$ cat src/pkg/odr_pkg.sv
package odr_pkg;
  localparam logic [7:0] ADDR_STATUS = 8'h10;
  localparam logic [7:0] ADDR_CONFIG = 8'h11;
  localparam logic [7:0] ADDR_COUNT = 8'h12;
  localparam int STAT_CHANGE_BIT = 7;
  localparam int STAT_LOCKOUT_BIT = 6;
  localparam int STAT_CODE_LSB = 1;
  localparam int STAT_BACK_FRONT_BIT = 0;
  localparam int CFG_MODE_BIT = 7;
  localparam int CFG_ENABLE_BIT = 6;
  localparam logic CFG_MODE_RESET = 1'b1;
  localparam logic CFG_ENABLE_RESET = 1'b0;
  localparam logic [7:0] COUNT_RESET = 8'h00;
  localparam logic [1:0] CODE_RESET = 2'h0;
  localparam logic [1:0] CODE_PORTRAIT_UP = 2'h0;
  localparam logic [1:0] CODE_PORTRAIT_DOWN = 2'h1;
  localparam logic [1:0] CODE_LANDSCAPE_RIGHT = 2'h2;
  localparam logic [1:0] CODE_LANDSCAPE_LEFT = 2'h3;
  // Output sample rate codes, fastest first.
  localparam logic [2:0] ODR_800 = 3'h0;
  localparam logic [2:0] ODR_400 = 3'h1;
  localparam logic [2:0] ODR_200 = 3'h2;
  localparam logic [2:0] ODR_100 = 3'h3;
  localparam logic [2:0] ODR_50 = 3'h4;
  localparam logic [2:0] ODR_12P5 = 3'h5;
  // Oversampling mode codes.
  localparam logic [1:0] OS_NORMAL = 2'h0;
  localparam logic [1:0] OS_LOW_NOISE_LOW_POWER = 2'h1;
  localparam logic [1:0] OS_HIGH_RESOLUTION = 2'h2;
  localparam logic [1:0] OS_LOW_POWER = 2'h3;
  // Smallest debounce step and the clock rate it is counted at.
  localparam int BASE_STEP_NS = 1250000;
  localparam int CLOCK_PERIOD_NS = 10;
  localparam int BASE_STEP_CYCLES = BASE_STEP_NS / CLOCK_PERIOD_NS;
  // Step multiples of the base step: 1.25, 2.5, 5, 10, 20, 80 and 160 ms.
  localparam logic [7:0] MULT_1 = 8'h01;
  localparam logic [7:0] MULT_2 = 8'h02;
  localparam logic [7:0] MULT_4 = 8'h04;
  localparam logic [7:0] MULT_8 = 8'h08;
  localparam logic [7:0] MULT_16 = 8'h10;
  localparam logic [7:0] MULT_64 = 8'h40;
  localparam logic [7:0] MULT_128 = 8'h80;
endpackage

$ cat src/rtl/odr_step_timer.sv
`timescale 1ns/10ps
module odr_step_timer #(
  parameter int BASE_CYCLES = odr_pkg::BASE_STEP_CYCLES
) (
  input wire logic i_clock,
  input wire logic i_rst,
  input wire logic i_run,
  input wire logic [2:0] i_output_sample_rate,
  input wire logic [1:0] i_oversampling_mode,
  output logic o_step
);
  logic [31:0] base_cnt_q;
  logic [7:0] mult_cnt_q;
  logic [7:0] mult;
  logic base_tick;
  logic high_res;

  assign high_res = i_oversampling_mode == odr_pkg::OS_HIGH_RESOLUTION;
  assign base_tick = base_cnt_q == 32'(BASE_CYCLES - 1);

  // Step equals one sample period, shortened in high resolution mode and
  // capped per oversampling mode at the slowest rates.
  always_comb
  begin
    if (i_output_sample_rate == odr_pkg::ODR_800)
      mult = odr_pkg::MULT_1;
    else if (i_output_sample_rate == odr_pkg::ODR_400 || high_res)
      mult = odr_pkg::MULT_2;
    else if (i_output_sample_rate == odr_pkg::ODR_200)
      mult = odr_pkg::MULT_4;
    else if (i_output_sample_rate == odr_pkg::ODR_100)
      mult = odr_pkg::MULT_8;
    else if (i_output_sample_rate == odr_pkg::ODR_50
             || i_oversampling_mode == odr_pkg::OS_NORMAL)
      mult = odr_pkg::MULT_16;
    else if (i_oversampling_mode == odr_pkg::OS_LOW_NOISE_LOW_POWER
             || i_output_sample_rate == odr_pkg::ODR_12P5)
      mult = odr_pkg::MULT_64;
    else
      mult = odr_pkg::MULT_128;
  end

  always_ff @(posedge i_clock or posedge i_rst)
  begin
    if (i_rst)
      base_cnt_q <= 32'h0;
    else if (!i_run || base_tick)
      base_cnt_q <= 32'h0;
    else
      base_cnt_q <= base_cnt_q + 32'h1;
  end

  always_ff @(posedge i_clock or posedge i_rst)
  begin
    if (i_rst)
      mult_cnt_q <= 8'h00;
    else if (!i_run)
      mult_cnt_q <= 8'h00;
    else if (base_tick)
      mult_cnt_q <= (mult_cnt_q + 8'h01 >= mult) ? 8'h00
                                                 : mult_cnt_q + 8'h01;
  end

  assign o_step = i_run && base_tick && (mult_cnt_q + 8'h01 >= mult);
endmodule

$ cat src/rtl/odr_orientation_regs.sv
`timescale 1ns/10ps
// Function
// - Set change flag on first detection after standby or any result change.
// - Reading the status register clears the change flag.
// - Reading the status register clears the pending orientation interrupt.
// - Lockout bit is 1 when z-tilt trip angle exceeded, else 0.
// - Orientation code: 00 up, 01 down, 10 right, 11 left.
// - Back/front bit: 0 front, 1 back.
// - After reset back/front 0, orientation 00, lockout 0.
// - Freeze reported orientation while any axis exceeds 1.25 g.
// - Results keep updating while the change flag is set.
// - Debounce mode 0 decrements counter, 1 (default) clears it.
// - Detection runs only when enable bit is 1; enable resets to 0.
// - Eight-bit debounce count resets to zero; latency is count steps, at least one step.
// - Wake/sleep transitions in either direction reset the debounce counter.
// - Step 1.25 ms at 800 Hz, 2.5 ms at 400 Hz or high-res, else one sample period, capped at the slowest rates.
// - Interrupt source set while flag set and interrupt enabled; read clears.
module odr_orientation_regs #(
  parameter int BASE_CYCLES = odr_pkg::BASE_STEP_CYCLES
) (
  input wire logic i_clock,
  input wire logic i_rst,
  input wire logic [7:0] i_reg_addr,
  input wire logic i_reg_wr,
  input wire logic [7:0] i_reg_wdata,
  input wire logic i_reg_rd,
  output logic [7:0] o_reg_rdata,
  input wire logic i_active,
  input wire logic i_sleep,
  input wire logic [2:0] i_output_sample_rate,
  input wire logic [1:0] i_oversampling_mode,
  input wire logic i_orient_irq_enable,
  input wire logic i_over_range,
  input wire logic [1:0] i_raw_orient_code,
  input wire logic i_raw_back_front,
  input wire logic i_raw_tilt_lockout,
  output logic o_orient_change_flag,
  output logic o_orient_irq_source
);
  logic debounce_mode_q;
  logic orient_detect_enable_q;
  logic [7:0] debounce_count_value_q;
  logic [1:0] orient_code_q;
  logic back_front_flag_q;
  logic tilt_lockout_q;
  logic orient_change_flag_q;
  logic first_pending_q;
  logic sleep_q;
  logic [7:0] db_cnt_q;
  logic run;
  logic step;
  logic differs;
  logic reached;
  logic accept;
  logic status_read;
  logic wr_cfg;
  logic wr_cnt;

  assign run = i_active && orient_detect_enable_q;
  assign status_read = i_reg_rd && i_reg_addr == odr_pkg::ADDR_STATUS;
  assign wr_cfg = i_reg_wr && i_reg_addr == odr_pkg::ADDR_CONFIG;
  assign wr_cnt = i_reg_wr && i_reg_addr == odr_pkg::ADDR_COUNT;
  assign differs = i_raw_orient_code != orient_code_q
                   || i_raw_back_front != back_front_flag_q
                   || i_raw_tilt_lockout != tilt_lockout_q;
  assign reached = db_cnt_q + 8'h01 >= debounce_count_value_q;
  // Over-range steps are ignored so the last position stays locked.
  assign accept = step && !i_over_range
                  && (first_pending_q || (differs && reached));

  odr_step_timer #(
    .BASE_CYCLES(BASE_CYCLES)
  ) u_step (
    .i_clock(i_clock),
    .i_rst(i_rst),
    .i_run(run),
    .i_output_sample_rate(i_output_sample_rate),
    .i_oversampling_mode(i_oversampling_mode),
    .o_step(step)
  );

  always_ff @(posedge i_clock or posedge i_rst)
  begin
    if (i_rst)
    begin
      debounce_mode_q <= odr_pkg::CFG_MODE_RESET;
      orient_detect_enable_q <= odr_pkg::CFG_ENABLE_RESET;
    end
    else if (wr_cfg)
    begin
      debounce_mode_q <= i_reg_wdata[odr_pkg::CFG_MODE_BIT];
      orient_detect_enable_q <= i_reg_wdata[odr_pkg::CFG_ENABLE_BIT];
    end
  end

  always_ff @(posedge i_clock or posedge i_rst)
  begin
    if (i_rst)
      debounce_count_value_q <= odr_pkg::COUNT_RESET;
    else if (wr_cnt)
      debounce_count_value_q <= i_reg_wdata;
  end

  always_ff @(posedge i_clock or posedge i_rst)
  begin
    if (i_rst)
      sleep_q <= 1'b0;
    else
      sleep_q <= i_sleep;
  end

  // Counter advances one per step while a new result persists.
  always_ff @(posedge i_clock or posedge i_rst)
  begin
    if (i_rst)
      db_cnt_q <= 8'h00;
    else if (!run || sleep_q != i_sleep || accept)
      db_cnt_q <= 8'h00;
    else if (step && !i_over_range)
    begin
      if (differs)
        db_cnt_q <= (db_cnt_q == 8'hFF) ? db_cnt_q : db_cnt_q + 8'h01;
      else if (debounce_mode_q)
        db_cnt_q <= 8'h00;
      else if (db_cnt_q != 8'h00)
        db_cnt_q <= db_cnt_q - 8'h01;
    end
  end

  // Results update regardless of the change flag.
  always_ff @(posedge i_clock or posedge i_rst)
  begin
    if (i_rst)
    begin
      orient_code_q <= odr_pkg::CODE_RESET;
      back_front_flag_q <= 1'b0;
      tilt_lockout_q <= 1'b0;
    end
    else if (accept)
    begin
      orient_code_q <= i_raw_orient_code;
      back_front_flag_q <= i_raw_back_front;
      tilt_lockout_q <= i_raw_tilt_lockout;
    end
  end

  always_ff @(posedge i_clock or posedge i_rst)
  begin
    if (i_rst)
      first_pending_q <= 1'b1;
    else if (!i_active)
      first_pending_q <= 1'b1;
    else if (accept)
      first_pending_q <= 1'b0;
  end

  // A new result in the cycle of a status read keeps the flag set.
  always_ff @(posedge i_clock or posedge i_rst)
  begin
    if (i_rst)
      orient_change_flag_q <= 1'b0;
    else if (accept && (first_pending_q || differs))
      orient_change_flag_q <= 1'b1;
    else if (status_read)
      orient_change_flag_q <= 1'b0;
  end

  always_ff @(posedge i_clock or posedge i_rst)
  begin
    if (i_rst)
      o_reg_rdata <= 8'h00;
    else if (i_reg_rd)
    begin
      unique case (i_reg_addr)
        odr_pkg::ADDR_STATUS:
          o_reg_rdata <= {orient_change_flag_q, tilt_lockout_q, 3'h0,
                          orient_code_q, back_front_flag_q};
        odr_pkg::ADDR_CONFIG:
          o_reg_rdata <= {debounce_mode_q, orient_detect_enable_q, 6'h00};
        odr_pkg::ADDR_COUNT:
          o_reg_rdata <= debounce_count_value_q;
        default:
          o_reg_rdata <= 8'h00;
      endcase
    end
  end

  assign o_orient_change_flag = orient_change_flag_q;
  // Source follows the flag, so the status read clears both together.
  assign o_orient_irq_source = orient_change_flag_q
                               && i_orient_irq_enable;
endmodule

$ cat config.mk
export PLATFORM = sky130hd
export DESIGN_NAME = odr_orientation_regs
export DESIGN_NICKNAME = d
export VERILOG_FILES = /design/src/pkg/odr_pkg.sv /design/src/rtl/odr_step_timer.sv /design/src/rtl/odr_orientation_regs.sv
export SDC_FILE = /design/constraint.sdc
export NUM_CORES = 1
export LEC_CHECK = 0
export BUFFER_PORTS_ARGS = -buffer_cell sky130_fd_sc_hd__buf_2
export CORE_MARGIN = 4
export CORE_UTILIZATION = 29
export CTS_BUF_LIST = sky130_fd_sc_hd__clkbuf_8
export DETAILED_ROUTE_END_ITERATION = 8
export GPL_TIMING_DRIVEN = 0
export PLACE_DENSITY = 0.56
export RECOVER_POWER = 50
export SYNTH_ARGS = -nofsm -noshare
export SYNTH_HDL_FRONTEND = slang
export SYNTH_SLANG_ARGS = --single-unit
$ cat constraint.sdc
create_clock -name i_clock -period 7.7 [get_ports i_clock]
set_input_delay 1.925 -clock i_clock [delete_from_list [all_inputs] [get_ports i_clock]]
set_output_delay 1.925 -clock i_clock [all_outputs]
set_load 0.01 [all_outputs]
### Yosys cells after proc, flatten, opt, wreduce, memory -nomap -nowiden

Index checks and enable logic that the tools add are counted.

| storage, ports and cells | value |
|---|---|
| register bits after elaboration | 73 |
| latch bits | 0 |
| RAM bits | 0 |
| memory bits (read-only) | 0 |
| input port bits | 33 |
| output and inout bits | 10 |
| word-level logic and storage cells | 89 |
| memories | 0 |

| operators by class | value |
|---|---|
| add/subtract/negate cells | 4 |
| $mul | 0 |
| div/mod/pow operators | 0 |
| magnitude comparators | 2 |
| equality and inequality tests | 19 |
| shift operators | 0 |
| mux-type cells | 21 |
| bitwise logic cells | 0 |
| reductions and logical operators | 30 |

Operators by type and width:

| cell | number |
|---|---|
| 8-bit two-way mux | 15 |
| 32-bit by 1-bit adder with 32-bit output (second input constant) | 1 |
| 32-bit by 17-bit == test with 1-bit output (second input constant) | 1 |
| 32-bit two-way mux | 1 |
| 8-bit by 5-bit == test with 1-bit output (second input constant) | 3 |
| 8-bit one-hot mux with 3 select lines | 1 |
| 8-bit by 1-bit adder with 8-bit output (second input constant) | 2 |
| 8-bit >= comparator | 2 |
| 1-bit logical AND | 11 |
| 1-bit logical OR | 10 |
| 8-bit == test (second input constant) | 1 |
| 8-bit nonzero test | 1 |
| 8-bit by 1-bit subtractor with 8-bit output (second input constant) | 1 |
| 3-bit by 2-bit == test with 1-bit output (second input constant) | 2 |
| 3-bit == test (second input constant) | 2 |
| 1-bit two-way mux | 4 |
| 2-bit nonzero test | 2 |
| 4-bit nonzero test | 1 |
| 3-bit by 1-bit == test with 1-bit output (second input constant) | 1 |
| 3-bit zero test | 1 |
| 1-bit inequality test | 3 |
| 3-bit inequality test (second input constant) | 1 |
| 3-bit AND reduction | 1 |
| 2-bit by 1-bit == test with 1-bit output (second input constant) | 1 |
| other kinds (6) | 7 |

### Depth between registers and ports, before layout

| depth | value |
|---|---|
| word-level depth | 15 |
| gate-level depth with buffers | 12 |
| gate-level depth less buffers | 11 |

### Modules after synthesis

From an unflattened synthesis, not the netlist that was laid out.

| unflattened totals | value |
|---|---|
| cell total of the unflattened synthesis | 475 |
| area, all modules | 4,556.9 µm² |

By module, submodules not included:

| module | instances | cells each | area an instance (µm²) |
|---|---|---|---|
| odr_step_timer | 1 | 279 | 2,473.6 |
| odr_orientation_regs | 1 | 196 | 2,083.2 |

### Worst setup path after synthesis

No wires, ideal clock.

| timing path | value |
|---|---|
| path type | input -> output |
| start point | in i_orient_irq_enable |
| end point | out o_orient_irq_source |
| data arrival time | 2.090 ns |
| required time | 5.775 ns |
| path slack | 3.685 ns |
| stages on the path | 1 |
| path through | and2_1 |

| between the ends | value |
|---|---|
| cells in the longest elaborated chain, start to end | 1 |

RTL lines:

| element | RTL line | RTL |
|---|---|---|
| start: declaration | odr_orientation_regs.sv:32 | `input wire logic i_orient_irq_enable,` |
| 1-bit logical AND | odr_orientation_regs.sv:191 | `&& i_orient_irq_enable;` |
| end: declaration | odr_orientation_regs.sv:38 | `output logic o_orient_irq_source` |

No other way between the ends.

==> summary.md <==
| Metric | Value |
|---|---|
| Dpl cell area | approximately 0.0048 mm2 |
| Number of pins exceeding their max-slew limit in the final report | 76 |
| EDFF count, synth | 0 |
| Post-Syn Area per Cell | roughly 9.5 um2 |
| Maximum cell stage delay along the critical path | about 1500 ps |
| Hold buffer count at CTS | 0 |
| Layout Area Growth over Synthesis | 15.0% |
| Starting density of the core | between 20 and 30% |
| Height of the die | between 100 and 150 um |
| Detailed-placement wirelength estimate | ~7500 um |
| Clock tree from TritonCTS | yes |
| Total routed wirelength | 9990 um |
| Maximum root-to-sink buffer count | 2 |
| Via count | between 3000 and 4000 |
| Endpoint class of the critical path | async pin |
| Part of the Yosys area used for sequential elements | between 40% and 50% |
| Run status | complete, but fails checks |
| Die Outline Area | between 0.015 and 0.02 mm2 |
| Final Hold Vio Count | 0 |
| Synth warn | 0 |
| Per-cell via count in the routed design | about 5 |
| Number of port buffers | 41 |
| Net count reported at finish | 563 |
| Worst skew pair latency | ~360 ps |
| Horizontal extent of the die | between 100 and 150 um |
| Ratio of cells with drive above 1 in the final layout | roughly 15% |
| Post-CTS Resized | 0 |
| Final global-route overflow total | 0 |
| RSZ-0062 raised after global routing | no |
| Prevailing post-synth register cell | sky130_fd_sc_hd__dfrtp_1 |
| Final std cells w/o fill | around 700 |
| Number of violations of the max-capacitance limit | 2 |
| Number of distinct standard cells referenced by the synthesized netlist | 54 |
| Cell row count | 44 |
| Buffers inserted by post-CTS timing repair | 0 |
| Tcrit/Tclk final | between 50% and 60% |
| Number of cells produced by synthesis | between 400 and 500 |
| Synthesized net count | slightly above 500 |
| Highest Clock Rate | ~230 MHz |
| Max-slew headroom at the worst pin | -34.2% |
| Failing checks | max-capacitance violations, max-slew violations |
| Crit-path max FO | 38 |
| Top cells by area in the synthesized netlist | sky130_fd_sc_hd__dfrtp_1, sky130_fd_sc_hd__ha_1, sky130_fd_sc_hd__xnor2_1 |
| Number of global-route vias before repair | between 3000 and 4000 |
| Num ports | 43 |
| Total clock sinks | between 70 and 80 |
| Critical path data arrival time | ~4500 ps |
| Num CTS Buffers | 9 |
| Detailed Route Iter0 Violations | ~120 |
| Number of levels in the clock H-tree | 3 |
| Slowest cell on crit path | sky130_fd_sc_hd__clkbuf_1 |
| Buf+Inv Stages, Crit Path | 3 |
| Placer congestion estimate | approximately 0.84 |
| First drt pass iteration count | 4 |
| Req. time, crit path | just under 8000 ps |
| Worst vdd ir | 0.0000619 V |
| DRC | 0 |
| Worst min path class | flip-flop to flip-flop |
| Worst setup SP type | input pin |
| Start-to-end type of the worst setup path | input pin to async pin |
| Global-route wire length before repair | around 17000 um |
| Non-Filler Cell Area, Final | about 0.005 mm2 |
| Area share of the largest cell type after synthesis | 41.0% |
| Slew @ Worst Pin | between 2000 and 2500 ps |
| Root buffer cell | sky130_fd_sc_hd__clkbuf_8 |
| Antenna violation net count after detailed routing | 0 |
| Commonest non-fill, non-tap cells in the layout | sky130_fd_sc_hd__dfrtp_1, sky130_fd_sc_hd__nor2_1, sky130_fd_sc_hd__buf_2 |
| Most common cell after layout, fill and taps aside | sky130_fd_sc_hd__dfrtp_1 |
| Min cycle time layout | 4380 ps |
| Final Skew | 10.1 ps |
| Cell-by-cell listing of the critical path | buf_2 > clkinvlp_2 > clkbuf_1 |
| Synth area leader | sky130_fd_sc_hd__dfrtp_1 |
| Total setup violations reported at the end of the flow | 0 |
| Largest net degree at the start of global routing | 39 |
| Family with the most delay on the worst path | buffers and inverters |
| #FFs+latches synth | 73 |
| Placeable core region | between 0.01 and 0.015 mm2 |
| Antenna fix cells | 0 |
| Setup TNS Final | 0 ps |
| Pwr per Cell Area | roughly 150 mW/mm2 |
| Number of antenna violations at the first check in global routing | 0 |
| Share of async-settable or async-resettable flops after synthesis | between 90% and 100% |
| Leakage | around 2.1 nW |
| Avg WL per Cell | ~14 um |
| Total track usage | about an eighth |
| Count of placed standard cells including taps | 683 |
| Clock transition time at the flip-flop clock pins of the worst setup and hold paths | 80 ps |
| Synthesized area | 0.00433 mm2 |
flip-flops by register name (all words and copies together), names as in the netlist:
| name | cells |
|---|---|
| first_pending_q | 1 |
| back_front_flag_q | 1 |
| u_step.base_cnt_q | 32 |
| o_orient_change_flag | 1 |
| u_step.mult_cnt_q | 8 |
| orient_detect_enable_q | 1 |
| debounce_mode_q | 1 |
| o_reg_rdata | 8 |
| tilt_lockout_q | 1 |
| sleep_q | 1 |
| orient_code_q | 2 |
| debounce_count_value_q | 8 |
| db_cnt_q | 8 |
power by group:
part | leakage (nW) | internal, W | switching, W | total [W]
clock network | 0.106 | 0.000179 | 0.000150 | 0.000329
registers | 1.01 | 0.000386 | 0.00000281 | 0.000389
logic | 1.03 | 0.0000173 | 0.0000287 | 0.0000461
Yosys cell counts, drive strengths merged, types with 2 or more instances:
cell / n
a22o: 3
and4: 6
and3: 6
nand4: 12
o21ai: 13
nor3b: 4
nand4b: 2
o32ai: 8
or3: 4
nor2: 51
dfrtp: 71
inv: 28
a31oi: 2
o2bb2ai: 3
buf: 3
nor3: 13
nand3: 28
a22oi: 2
a21o: 3
nand2b: 2
mux2i: 9
xor2: 21
nor2b: 4
nand2: 37
o211ai: 2
nor4: 7
xnor2: 28
ha: 20
o221ai: 2
a21oi: 11
clkbuf: 14
mux2: 14
and2: 5
dfstp: 2
nor4b: 2
kinds of logic (layout without fill, tap and decap cells):
family,Yosys count,after routing,share of synthesized area [%]
flops,73,73,42.3
xor+xnor,49,49,9.91
compound gates,61,61,10.4
fa+ha+maj,20,20,5.78
mux,23,23,5.72
simple gates,186,186,22.0
buf+inv,45,102,3.96
layout make-up:
cell class / instances / area (um2)
clock buffer: 9 / 124
inverter: 28 / 106
multi-input combinational: 339 / 2330
timing repair buffer: 42 / 208
tap: 184 / 230
fill: 1460 / 9610
sequential: 73 / 1830
buffer: 17 / 66.3
clock inverter: 6 / 85.1
worst paths after layout:
path	to	depth (start not counted)	slack [ps]	start
setup / recovery	u_step.base_cnt_q[15]$_DFF_PP0_	3	3320	i_rst
hold / removal	u_step.base_cnt_q[0]$_DFF_PP0_	1	480	u_step.base_cnt_q[0]$_DFF_PP0_
setup reg to reg	db_cnt_q[0]$_DFFE_PP0P_	12	4560	db_cnt_q[2]$_DFFE_PP0P_
hold reg to reg	u_step.base_cnt_q[0]$_DFF_PP0_	1	480	u_step.base_cnt_q[0]$_DFF_PP0_
max in group i_clock	o_orient_irq_source	3	3500	i_orient_irq_enable
min in group asynchronous	db_cnt_q[0]$_DFFE_PP0P_	2	1920	i_rst
through the flow:
step	total power [W]	worst slack [ps]	hold WS [ps]	util, %
after floorplan	0.000423	3690	425	-
after global placement	0.000442	3010	439	32.7
after detailed placement	0.000445	3400	462	32.8
after CTS	0.000776	3490	473	34.2
after global routing	0.000795	2550	493	34.1
final	0.000764	3320	479	34.1
metal layers:
metal / share of wire [%] / up-vias / track usage, %
li1: - / 1723 / -
met1: 48 / 1672 / 16.4
met2: 46 / 59 / 19.6
met3: 4.3 / 15 / 2.54
met4: 1.7 / 0 / 4.03
met5: 0 / - / 0
No activity file was read; power rests on OpenSTA's default activity.
